## src/trigger_router_map.svh

```systemverilog
// Register offsets, field positions, codes and reset values of the router.
`ifndef TRIGGER_ROUTER_MAP_SVH
`define TRIGGER_ROUTER_MAP_SVH

// ==========================================================================
// Bus geometry
`define RTR_ADDR_W          5
`define RTR_DATA_W          8

// ==========================================================================
// Register offsets
`define RTR_ARM_LINES       5'h00
`define RTR_TRIG_LINES      5'h04
`define RTR_ARM_EVENT       5'h08
`define RTR_TRIG_OUT_EVENTS 5'h0C
`define RTR_TRIG_DETECTORS  5'h10
`define RTR_CONTROL_SOURCE  5'h14
`define RTR_STATUS          5'h18

// ==========================================================================
// Line selection fields
`define RTR_IN_LINE_LSB     0
`define RTR_OUT_LINE_LSB    4
`define RTR_LINE_W          3
`define RTR_LINE_FIRST      3'h1
`define RTR_LINE_LAST       3'h4
`define RTR_LINE_COUNT      4
`define RTR_IN_LINE_RESET   3'h1
`define RTR_OUT_LINE_RESET  3'h2

// ==========================================================================
// Arm layer output event codes
`define RTR_ARM_EV_W        2
`define RTR_ARM_EV_NONE     2'h0
`define RTR_ARM_EV_ENTER    2'h1
`define RTR_ARM_EV_LEAVE    2'h2

// ==========================================================================
// Event list fields: bits 2..0 measure, delay, source; bit 3 none
`define RTR_LIST_W          3
`define RTR_LIST_NONE_BIT   3
`define RTR_LIST_RESET      3'h0

// ==========================================================================
// Control source fields
`define RTR_CS_TRIG_BIT     0
`define RTR_CS_ARM_BIT      1

// ==========================================================================
// Status fields
`define RTR_ST_ARM_WAIT_BIT 3
`define RTR_ST_LEVEL_LSB    4

`endif

```

## src/trigger_router_pkg.sv

```systemverilog
// Types shared by the trigger line event router and its sub-modules.
package trigger_router_pkg;

	typedef logic [2:0] line_num_t;

	// Source-delay-measure cycle step set, used for output events,
	// detector enables and detector requests.
	typedef struct packed {
		logic measure;
		logic delay;
		logic source;
	} sdm_set_t;

	// Progress events reported by the trigger model sequencer.
	typedef struct packed {
		logic     enter_trigger_layer_event;
		logic     leave_trigger_layer_event;
		sdm_set_t step_done;
	} model_events_t;

	// One register bus request.
	typedef struct packed {
		logic [4:0] addr;
		logic [7:0] wdata;
		logic       wr;
		logic       rd;
	} reg_req_t;

endpackage
```

## src/line_pick.sv

```systemverilog
// Picks one of four trigger lines and reports its rising edge as a pulse.
`timescale 1ns/10ps
`include "trigger_router_map.svh"
module line_pick
(
	// Clock and reset
	input  wire logic                          ref_clk_in,
	input  wire logic                          arst_n_in,
	// Lines and selection
	input  wire logic [`RTR_LINE_COUNT-1:0]    lines_in,
	input  wire trigger_router_pkg::line_num_t line_num_in,
	// Edge seen on the selected line
	output logic                               pulse_out
);
	import trigger_router_pkg::*;

	logic [`RTR_LINE_COUNT-1:0] level;
	logic [`RTR_LINE_COUNT-1:0] rise;

	// Edges are kept for every line so that changing the selection
	// cannot fake an edge.
	assign rise = lines_in & ~level;

	always_ff @(posedge ref_clk_in or negedge arst_n_in)
	begin
		if (!arst_n_in)
			level <= '0;
		else
			level <= lines_in;
	end

	always_ff @(posedge ref_clk_in or negedge arst_n_in)
	begin
		if (!arst_n_in)
			pulse_out <= 1'b0;
		else
			pulse_out <= rise[2'(line_num_in - `RTR_LINE_FIRST)];
	end

endmodule // line_pick

```

## src/trigger_line_event_router.sv

```systemverilog
// Trigger line event router: line selection, output events and detectors.
//
// The register offsets and the strobed register port were chosen for this implementation.
`timescale 1ns/10ps
`include "trigger_router_map.svh"

// ==========================================================================
// Overview of operation
// RULE1: separate input line per layer, lines 1-4
// RULE2: separate output line per layer, lines 1-4
// RULE3: configurer keeps input and output lines apart; the code does not check this and accepts the same line number for both
// RULE4: enter option pulses on entering trigger layer
// RULE5: leave option pulses on leaving trigger layer
// RULE6: none option drives no arm layer pulses
// RULE7: source event pulses after source applied
// RULE8: delay event pulses after delay expired
// RULE9: measure event pulses after measurement done
// RULE10: any combination of trigger layer events
// RULE11: none disables only when given alone
// RULE12: external source stalls enabled detectors until pulse
// RULE13: each output pulse lasts one clock; events on consecutive clocks keep the line driven for as many clocks
module trigger_line_event_router
(
	// Clock and reset
	input  wire logic                              ref_clk_in,
	input  wire logic                              arst_n_in,
	// Register bus
	input  wire trigger_router_pkg::reg_req_t      bus_req_in,
	output logic [`RTR_DATA_W-1:0]                 rd_data_out,
	// Trigger model sequencer
	input  wire trigger_router_pkg::model_events_t model_events_in,
	input  wire trigger_router_pkg::sdm_set_t      detector_req_in,
	input  wire logic                              arm_wait_in,
	output trigger_router_pkg::sdm_set_t           detector_go_out,
	output logic                                   arm_go_out,
	// Shared trigger lines
	input  wire logic [`RTR_LINE_COUNT-1:0]        lines_in,
	output logic [`RTR_LINE_COUNT-1:0]             lines_out,
	output logic [`RTR_LINE_COUNT-1:0]             lines_oe_out
);
	import trigger_router_pkg::*;

	// ======================================================================
	// Configuration state
	line_num_t               arm_in_line;
	line_num_t               arm_out_line;
	line_num_t               trig_in_line;
	line_num_t               trig_out_line;
	logic [`RTR_ARM_EV_W-1:0] arm_event_mode;
	sdm_set_t                trig_out_events;
	sdm_set_t                trig_detectors;
	logic                    trig_external;
	logic                    arm_external;

	// ======================================================================
	// Internal signals
	logic                    wr_arm_lines;
	logic                    wr_trig_lines;
	logic                    wr_arm_event;
	logic                    wr_trig_out;
	logic                    wr_detectors;
	logic                    wr_source;
	line_num_t               w_in_line;
	line_num_t               w_out_line;
	logic [`RTR_ARM_EV_W-1:0] w_arm_event;
	logic                    arm_in_pulse;
	logic                    trig_in_pulse;
	logic                    arm_fire;
	logic                    trig_fire;
	logic [`RTR_LINE_COUNT-1:0] arm_onehot;
	logic [`RTR_LINE_COUNT-1:0] trig_onehot;
	logic [`RTR_LINE_COUNT-1:0] next_lines;
	sdm_set_t                held;
	sdm_set_t                next_go;
	logic                    arm_held;
	logic                    next_arm_go;
	logic [`RTR_DATA_W-1:0]  next_rd_data;
	logic [`RTR_LINE_COUNT-1:0] line_level;

	// ======================================================================
	// Helpers

	// A line number outside one to four leaves the selection unchanged.
	function automatic line_num_t pick_line(line_num_t req, line_num_t old);
		if (req >= `RTR_LINE_FIRST && req <= `RTR_LINE_LAST)
			return req;
		else
			return old;
	endfunction

	// Event list write: named events win over none; none alone clears;
	// an empty list is ignored.
	function automatic sdm_set_t take_list(logic [`RTR_DATA_W-1:0] d,
		sdm_set_t old);
		if (d[`RTR_LIST_W-1:0] != `RTR_LIST_RESET)
			return sdm_set_t'(d[`RTR_LIST_W-1:0]);
		else if (d[`RTR_LIST_NONE_BIT])
			return sdm_set_t'(`RTR_LIST_RESET);
		else
			return old;
	endfunction

	// Turns a line number into a one-hot line drive for one pulse.
	function automatic logic [`RTR_LINE_COUNT-1:0] steer(line_num_t num,
		logic fire);
		logic [`RTR_LINE_COUNT-1:0] v;
		v = '0;
		if (fire)
			v[2'(num - `RTR_LINE_FIRST)] = 1'b1;
		return v;
	endfunction

	// ======================================================================
	// Write decode
	assign wr_arm_lines  = bus_req_in.wr && bus_req_in.addr == `RTR_ARM_LINES;
	assign wr_trig_lines = bus_req_in.wr &&
		bus_req_in.addr == `RTR_TRIG_LINES;
	assign wr_arm_event  = bus_req_in.wr && bus_req_in.addr == `RTR_ARM_EVENT;
	assign wr_trig_out   = bus_req_in.wr &&
		bus_req_in.addr == `RTR_TRIG_OUT_EVENTS;
	assign wr_detectors  = bus_req_in.wr &&
		bus_req_in.addr == `RTR_TRIG_DETECTORS;
	assign wr_source     = bus_req_in.wr &&
		bus_req_in.addr == `RTR_CONTROL_SOURCE;

	assign w_in_line   = bus_req_in.wdata[`RTR_IN_LINE_LSB +: `RTR_LINE_W];
	assign w_out_line  = bus_req_in.wdata[`RTR_OUT_LINE_LSB +: `RTR_LINE_W];
	assign w_arm_event = bus_req_in.wdata[`RTR_ARM_EV_W-1:0];

	// ======================================================================
	// Line selections
	always_ff @(posedge ref_clk_in or negedge arst_n_in)
	begin
		if (!arst_n_in)
		begin
			arm_in_line  <= `RTR_IN_LINE_RESET;
			arm_out_line <= `RTR_OUT_LINE_RESET;
		end
		else if (wr_arm_lines)
		begin
			arm_in_line  <= pick_line(w_in_line, arm_in_line);   // [RULE1]
			arm_out_line <= pick_line(w_out_line, arm_out_line); // [RULE2]
		end
	end

	always_ff @(posedge ref_clk_in or negedge arst_n_in)
	begin
		if (!arst_n_in)
		begin
			trig_in_line  <= `RTR_IN_LINE_RESET;
			trig_out_line <= `RTR_OUT_LINE_RESET;
		end
		else if (wr_trig_lines)
		begin
			trig_in_line  <= pick_line(w_in_line, trig_in_line);   // [RULE1]
			trig_out_line <= pick_line(w_out_line, trig_out_line); // [RULE2]
		end
	end

	// ======================================================================
	// Output event selections
	always_ff @(posedge ref_clk_in or negedge arst_n_in)
	begin
		if (!arst_n_in)
			arm_event_mode <= `RTR_ARM_EV_NONE;
		else if (wr_arm_event && (w_arm_event == `RTR_ARM_EV_NONE ||
			w_arm_event == `RTR_ARM_EV_ENTER ||
			w_arm_event == `RTR_ARM_EV_LEAVE))
			arm_event_mode <= w_arm_event;
	end

	always_ff @(posedge ref_clk_in or negedge arst_n_in)
	begin
		if (!arst_n_in)
			trig_out_events <= sdm_set_t'(`RTR_LIST_RESET);
		else if (wr_trig_out)
			trig_out_events <= take_list(bus_req_in.wdata,
				trig_out_events); // [RULE10] [RULE11]
	end

	// ======================================================================
	// Detector enables and control sources
	always_ff @(posedge ref_clk_in or negedge arst_n_in)
	begin
		if (!arst_n_in)
			trig_detectors <= sdm_set_t'(`RTR_LIST_RESET);
		else if (wr_detectors)
			trig_detectors <= take_list(bus_req_in.wdata, trig_detectors);
	end

	always_ff @(posedge ref_clk_in or negedge arst_n_in)
	begin
		if (!arst_n_in)
		begin
			trig_external <= 1'b0;
			arm_external  <= 1'b0;
		end
		else if (wr_source)
		begin
			trig_external <= bus_req_in.wdata[`RTR_CS_TRIG_BIT];
			arm_external  <= bus_req_in.wdata[`RTR_CS_ARM_BIT];
		end
	end

	// ======================================================================
	// Incoming trigger pulses
	line_pick arm_pick
	(
		.ref_clk_in  (ref_clk_in),
		.arst_n_in   (arst_n_in),
		.lines_in    (lines_in),
		.line_num_in (arm_in_line),
		.pulse_out   (arm_in_pulse)
	);

	line_pick trig_pick
	(
		.ref_clk_in  (ref_clk_in),
		.arst_n_in   (arst_n_in),
		.lines_in    (lines_in),
		.line_num_in (trig_in_line),
		.pulse_out   (trig_in_pulse)
	);

	// ======================================================================
	// Detectors: a request gets a one-cycle go pulse, repeated every other clock while it stays up;
	// with the external source selected an enabled detector waits for an input pulse.
	assign held = trig_external ? trig_detectors :
		sdm_set_t'(`RTR_LIST_RESET);
	assign arm_held = arm_external;

	always_comb
	begin
		next_go = detector_req_in & ~detector_go_out &
			(~held | {`RTR_LIST_W{trig_in_pulse}}); // [RULE12]
		next_arm_go = arm_wait_in && !arm_go_out &&
			(!arm_held || arm_in_pulse);
	end

	always_ff @(posedge ref_clk_in or negedge arst_n_in)
	begin
		if (!arst_n_in)
		begin
			detector_go_out <= sdm_set_t'(`RTR_LIST_RESET);
			arm_go_out      <= 1'b0;
		end
		else
		begin
			detector_go_out <= next_go;
			arm_go_out      <= next_arm_go;
		end
	end

	// ======================================================================
	// Output pulses
	always_comb
	begin
		arm_fire = 1'b0;
		case (arm_event_mode)
			`RTR_ARM_EV_ENTER:
				arm_fire = model_events_in.enter_trigger_layer_event; // [RULE4]
			`RTR_ARM_EV_LEAVE:
				arm_fire = model_events_in.leave_trigger_layer_event; // [RULE5]
			default:
				arm_fire = 1'b0; // [RULE6]
		endcase
	end

	// Each enabled step fires on its own completion.
	assign trig_fire = |(trig_out_events &
		model_events_in.step_done); // [RULE7] [RULE8] [RULE9] [RULE10]

	assign arm_onehot  = steer(arm_out_line, arm_fire);
	assign trig_onehot = steer(trig_out_line, trig_fire);
	assign next_lines  = arm_onehot | trig_onehot;

	// The line is driven high only for the cycle of a pulse.
	always_ff @(posedge ref_clk_in or negedge arst_n_in)
	begin
		if (!arst_n_in)
		begin
			lines_out    <= '0;
			lines_oe_out <= '0;
		end
		else
		begin
			lines_out    <= next_lines; // [RULE13]
			lines_oe_out <= next_lines; // [RULE13]
		end
	end

	// ======================================================================
	// Read back
	always_ff @(posedge ref_clk_in or negedge arst_n_in)
	begin
		if (!arst_n_in)
			line_level <= '0;
		else
			line_level <= lines_in;
	end

	always_comb
	begin
		next_rd_data = '0;
		case (bus_req_in.addr)
			`RTR_ARM_LINES:
			begin
				next_rd_data[`RTR_IN_LINE_LSB +: `RTR_LINE_W]  = arm_in_line;
				next_rd_data[`RTR_OUT_LINE_LSB +: `RTR_LINE_W] = arm_out_line;
			end
			`RTR_TRIG_LINES:
			begin
				next_rd_data[`RTR_IN_LINE_LSB +: `RTR_LINE_W]  = trig_in_line;
				next_rd_data[`RTR_OUT_LINE_LSB +: `RTR_LINE_W] = trig_out_line;
			end
			`RTR_ARM_EVENT:
				next_rd_data[`RTR_ARM_EV_W-1:0] = arm_event_mode;
			`RTR_TRIG_OUT_EVENTS:
			begin
				next_rd_data[`RTR_LIST_W-1:0] = trig_out_events;
				next_rd_data[`RTR_LIST_NONE_BIT] =
					(trig_out_events == sdm_set_t'(`RTR_LIST_RESET));
			end
			`RTR_TRIG_DETECTORS:
			begin
				next_rd_data[`RTR_LIST_W-1:0] = trig_detectors;
				next_rd_data[`RTR_LIST_NONE_BIT] =
					(trig_detectors == sdm_set_t'(`RTR_LIST_RESET));
			end
			`RTR_CONTROL_SOURCE:
			begin
				next_rd_data[`RTR_CS_TRIG_BIT] = trig_external;
				next_rd_data[`RTR_CS_ARM_BIT]  = arm_external;
			end
			`RTR_STATUS:
			begin
				next_rd_data[`RTR_LIST_W-1:0] = detector_req_in & held;
				next_rd_data[`RTR_ST_ARM_WAIT_BIT] = arm_wait_in && arm_held;
				next_rd_data[`RTR_ST_LEVEL_LSB +: `RTR_LINE_COUNT] =
					line_level;
			end
			default:
				next_rd_data = '0;
		endcase
	end

	always_ff @(posedge ref_clk_in or negedge arst_n_in)
	begin
		if (!arst_n_in)
			rd_data_out <= '0;
		else if (bus_req_in.rd)
			rd_data_out <= next_rd_data;
		else
			rd_data_out <= '0;
	end

endmodule // trigger_line_event_router

```

## config.mk

```make
export PLATFORM = sky130hd
export DESIGN_NAME = trigger_line_event_router
export DESIGN_NICKNAME = d
export VERILOG_FILES = /design/src/trigger_router_pkg.sv /design/src/line_pick.sv /design/src/trigger_line_event_router.sv
export VERILOG_INCLUDE_DIRS = /design/src
export SDC_FILE = /design/constraint.sdc
export NUM_CORES = 1
export LEC_CHECK = 0
export ABC_AREA = 1
export BUFFER_PORTS_ARGS = -buffer_cell sky130_fd_sc_hd__buf_2
export CORE_ASPECT_RATIO = 1.25
export CORE_MARGIN = 3
export CORE_UTILIZATION = 35
export CTS_CLUSTER_SIZE = 40
export DETAILED_ROUTE_END_ITERATION = 8
export PLACE_DENSITY_LB_ADDON = 0.2
export SETUP_SLACK_MARGIN = 0.4
export SLEW_MARGIN = 20
export SYNTH_ARGS = -nofsm -noshare
export SYNTH_HDL_FRONTEND = slang
export SYNTH_HIERARCHICAL = 1
export SYNTH_SLANG_ARGS = --single-unit
```

## constraint.sdc

```tcl
create_clock -name ref_clk_in -period 1.3 [get_ports ref_clk_in]
set_clock_uncertainty 0.15 [all_clocks]
set_input_delay 0.13 -clock ref_clk_in [delete_from_list [all_inputs] [get_ports ref_clk_in]]
set_output_delay 0.13 -clock ref_clk_in [all_outputs]
set_load 0.005 [all_outputs]
```

; Word level (Yosys, flattened, before mapping)
; Index checks and enable logic that the tools add are counted.
[op_classes]
n_addsub = 4
mul = 0
div_mod_pow = 0
order_cmp = 10
eq_ne = 10
shifts = 0
n_mux = 20
bitwise = 10
reduce_logical = 32
[op_table]
columns = cell, count
row1 = "5-bit equality test, second input constant", 3
row2 = 1-bit logical AND, 14
row3 = 2-bit one-hot mux with 7 select lines, 1
row4 = 3-bit bitwise AND, 4
row5 = "2-bit by 3-bit less-than comparator with 1-bit output, second input constant", 4
row6 = 2-bit AND reduction, 6
row7 = "5-bit by 4-bit equality test with 1-bit output, second input constant", 2
row8 = 3-bit 2-to-1 mux, 3
row9 = 3-bit one-hot mux with 3 select lines, 1
row10 = 4-bit 2-to-1 mux, 2
row11 = 8-bit 2-to-1 mux, 1
row12 = "2-bit by 1-bit subtractor with 2-bit output, second input constant", 4
row13 = "3-bit by 1-bit >= comparator with 1-bit output, second input constant", 2
row14 = "3-bit less-or-equal comparator, second input constant", 2
row15 = 3-bit zero test, 2
row16 = 3-bit NOT, 2
row17 = "5-bit by 3-bit equality test with 1-bit output, second input constant", 1
row18 = 5-bit zero test, 1
row19 = 1-bit 2-to-1 mux, 5
row20 = 1-bit one-hot mux with 5 select lines, 1
row21 = 4-bit bitwise AND, 1
row22 = 1-bit binary-select mux with 2-bit select, 2
row23 = 1-bit demux with 2-bit select, 2
row24 = "2-bit by 1-bit equality test with 1-bit output, second input constant", 2
row25 = other kinds (13), 18
[word_totals]
register_bits = 44
latchBits = 0
mem_bits_rw = 0
romBits = 0
in_bits = 30
wordCells = 108
mem_count = 0

; Longest topological paths before layout
[logic_depth]
ltp_word = 7
depth_mapped = 9

; Cells and area by module
; Netlist, hierarchy kept.
[modules_own_cells]
columns = mod, n_inst, cells_each, area_each_um2, seq_area_each_um2
row1 = trigger_line_event_router, 1, 250, 2098.3, 1056.0
row2 = line_pick, 2, 21, 200.2, 125.1

; Least setup slack after synthesis
; No wires, ideal clock.
[synth_timing]
kind = register to register
start = register arm_event_mode[0]
end = register lines_oe_out[0]
setup_time_ns = 0.095
arrival_time_ns = 1.019
setup_slack_ns = 0.036
path_stages_with_launch = 5
n_path_buf = 0
period_less_slack_ns = 1.264
path_cell_list = dfrtp_1 > inv_1 > ha_1 > a21o_1 > o31ai_1
[synth_via]
elab_chain_len = 4
word_cells_on_any_way = 5
cone_classes = eq/ne: 2 / mux: 2 / bitwise: 1
[synth_lines]
columns = item, line
row1 = start: declaration, trigger_line_event_router.sv:49  ; logic [`RTR_ARM_EV_W-1:0] arm_event_mode;
row2 = start signal: assignment, trigger_line_event_router.sv:165  ; arm_event_mode <= `RTR_ARM_EV_NONE;
row3 = start signal: assignment, trigger_line_event_router.sv:169  ; arm_event_mode <= w_arm_event;
row4 = 2-bit equality test or 2-bit by 1-bit equality test with 1-bit output (tied branches), trigger_line_event_router.sv:259  ; case (arm_event_mode)
row5 = 1-bit one-hot mux with 2 select lines (*), trigger_line_event_router.sv:259
row6 = 4-bit 2-to-1 mux (*), trigger_line_event_router.sv:108  ; if (fire)
row7 = 4-bit OR (*), trigger_line_event_router.sv:275  ; assign next_lines = arm_onehot | trig_onehot;
row8 = named net next_lines[0], trigger_line_event_router.sv:72  ; logic [`RTR_LINE_COUNT-1:0] next_lines;
row9 = end signal: assignment, trigger_line_event_router.sv:288  ; lines_oe_out <= next_lines;
row10 = end: declaration, trigger_line_event_router.sv:39  ; output logic [`RTR_LINE_COUNT-1:0] lines_oe_out
; Mark *: on every way through the listed nets, which the timed path passes. The rest lies on a longest branch.
; A chain may end at the register's enable or synchronous reset.

; Final worst setup path
; Same ends and word-level chain as after synthesis.

==> impl_metrics.tcl <==
set metrics [dict create \
    critical-path-max-stage-delay_ns 0.41 \
    drt-initial-drc-count 125 \
    maxCapViolCount 0 \
    grt_pass1_wl_mm 11.0 \
    grt_setup_unrepaired "yes" \
    diodes 0 \
    dp_hpwl_mm 4.34 \
    p_leak_nw 1.98 \
    end_kind "register" \
    cts_tree "done" \
    hold-path-endpoint "trig_in_line[0]" \
    syn-instance-count 292 \
    slew_viol_final 0 \
    clk_latency_ns 0.31 \
    min_period_ns 1.35 \
    hold_slack_ns -0.101 \
    clock_sinks 52 \
    wirelength_mm 6.86 \
    layout.nets 432 \
    synth_top_area_share 0.481 \
    setup_violations 2 \
    drive_gt1_frac 0.526 \
    die_w_um 81.6 \
    post_dp_cell_area_um2 3100 \
    ys_seq_area_frac 0.523 \
    track_usage 0.173 \
    final.period_utilization 1.03 \
    synth_seq_cells 52 \
    crit_type "register to register" \
    crit_slowest_cell "dfrtp_1" \
    grt_pass1_vias 2336 \
    gr-total-overflow 0 \
    synthToLayoutAreaGrowth_pct 59.1 \
    r2r-end "lines_oe_out[0]" \
    fin_area_um2 3980 \
    cts_inserted_buffers 5 \
    wl_met2_mm 3.62 \
    power.total_mw 4.11 \
    vias 2366 \
    port_buffers 48 \
    power_density_nw_per_um2 1030 \
    post-synth-top-count-cell "nand2_1" \
    reg2reg_slack_ns -0.05 \
    grt_max_degree 53 \
    postRouteAntennaNets 0 \
    clock.fmax_mhz 743 \
    synth_ff_type "dfrtp_1" \
    wl_met3_um 321 \
    status "finished, violations left" \
    core_area_um2 6730 \
    reg2reg_depth 4 \
    syn_nets 324 \
    drc 0 \
    final-seq-area_um2 1310 \
    place_ws_ns -0.0488 \
    min_path_cells 3 \
    met1Wirelength_mm 2.74 \
    wl_per_cell_um 14.1 \
    reg2reg_from "arm_event_mode[0]" \
    cp_data_arrival_time_ns 1.43 \
    synth_common_cells "80 x nand2_1, 48 x dfrtp_1, 38 x inv_1" \
    highest_layer "met4" \
    ir_drop_mv 0.589 \
    gp_congestion 0.832 \
    ios 50 \
    crit_chain "inv_2 > ha_4 > a21o_1 > o31ai_1" \
    tightest_slew_ns 0.277 \
    startpoint_type "register" \
    yosys.cell_types.count 30 \
    ys_top_cells_by_area "dfrtp_1 48%, nand2_1 12%, inv_1 5.7%" \
    crit_family "compound AO/OA/AOI/OAI gates" \
    clkTransAtPathRegs_ns 0.11 \
    initial_core_util 0.371 \
    hp-start "bus_req_in[2]" \
    multi_input_area_um2 1380 \
    ys_warn_count 6 \
    yosysTopAreaCell "dfrtp_1" \
    worstPathRequired_ns 1.38 \
    violations "negative hold slack, negative setup slack" \
    synth_edf_count 0 \
    ctsHtreeMaxLevel 2 \
    fillers 613 \
    die_area_um2 8190 \
    fin_ws_ns -0.0451 \
    die_h_um 100 \
    synth_area_um2 2500 \
    placementRows 33 \
    grt_antenna_before_repair 0 \
    root_buffer "clkbuf_8" \
    timing_hold_violations_final 16 \
    hp-class "input port to register" \
    drt_first_pass_iters 4 \
    cp_max_fo 4 \
    syn_area_per_cell_um2 8.56 \
    vias_per_cell 4.85 \
    cts_buffer_depth 2 \
    crit_buf_inv 1 \
    maxSlewHeadroom 0.815 \
    synth-async-reset-ratio 1.00 \
]
-- worst reg2reg max path: stages (launching register included) --
cell     delay [ns]
dfrtp_1        0.41
inv_2          0.09
ha_4           0.20
a21o_1         0.20
o31ai_1        0.21
-- how the worst max path moves through the flow --
stage / start / to / slack, ns / depth (start not counted)
4_1_cts: arm_event_mode[0] / lines_oe_out[0] / -0.05 / 4
3_3_place_gp: bus_req_in[11] / rd_data_out[5] / -0.04 / 11
3_5_place_dp: bus_req_in[11] / rd_data_out[5] / -0.05 / 11
6_report: arm_event_mode[0] / lines_oe_out[0] / -0.05 / 4
2_1_floorplan: arm_event_mode[0] / lines_oe_out[0] / 0.04 / 4
5_1_grt: arm_event_mode[1] / lines_oe_out[0] / -0.11 / 5
-- through the flow --
stage               cells  setup TNS [ns]   util
global placement      440          -0.421  0.461
detailed placement    440          -0.553  0.461
global route          488          -0.216  0.591
floorplan             292               0      -
finish                488         -0.0794  0.591
CTS                   475         -0.0876  0.544
-- power by group --
part	internal, mW	switching (mW)
clock network	0.393	0.596
registers	1.82	0.204
logic	0.566	0.532
-- layout make-up --
cell class,count,area share
clock buffer,5,0.0173
clock inverter,3,0.00661
sequential,52,0.330
timing repair buffer,108,0.221
tap,87,0.0274
multi-input combinational,193,0.347
inverter,40,0.0507
-- sequential cells by signal, indices dropped and copies added, names as in the netlist --
name / count
arm_pick/level: 4
trig_detectors: 3
trig_out_events: 3
line_level: 4
arm_in_line: 3
arm_external: 1
detector_go_out: 3
trig_out_line: 3
arm_pick/pulse_out: 1
arm_go_out: 1
lines_oe_out: 4
trig_pick/pulse_out: 1
trig_pick/level: 4
rd_data_out: 8
arm_out_line: 3
trig_external: 1
trig_in_line: 3
arm_event_mode: 2
-- routing by layer --
layer	global-route usage	vias up
met2	0.291	69
li1	-	1150
met4	0.0524	0
met5	0	-
met3	0.0286	17
met1	0.226	1130
-- what timing repair did --
item                       in CTS  in global routing
hold endpoints to repair       88                 17
setup endpoints to repair      60                 60
hold buffers                   14                  2
gates resized for setup        59                 64
buffers inserted               12                 12
gates cloned                    1                  0
pin swaps                      40                 39
-- cell families after synthesis --
kind of cell | count (synthesis) | synth area share
simple gates | 152 | 0.297
flops | 52 | 0.523
buf+inv | 47 | 0.0781
compound gates | 34 | 0.0741
xor+xnor | 5 | 0.0175
fa+ha+maj | 2 | 0.0100
-- layout by cell type (no fill, tap or decap), types with 2 or more instances in the layout --
cell,n
clkinvlp_4,2
dfrtp_2,5
dfrtp_1,43
nor3_2,2
nand2_2,27
nand2_4,6
nand3_4,5
nor2_2,4
buf_6,17
buf_8,2
dfstp_2,4
nand2_8,2
nand3_2,8
nand2_1,48
inv_8,2
nor2_4,9
nand4_1,14
buf_4,24
dlygate4sd3_1,15
buf_12,5
buf_2,45
clkbuf_8,5
inv_4,2
o21ai_1,14
ha_4,2
a21oi_2,2
nor2_1,13
inv_1,26
inv_2,7
nand3_1,10
o21ai_2,11
o31ai_1,2
xor2_2,2
No activity file was read; power rests on OpenSTA's default activity.
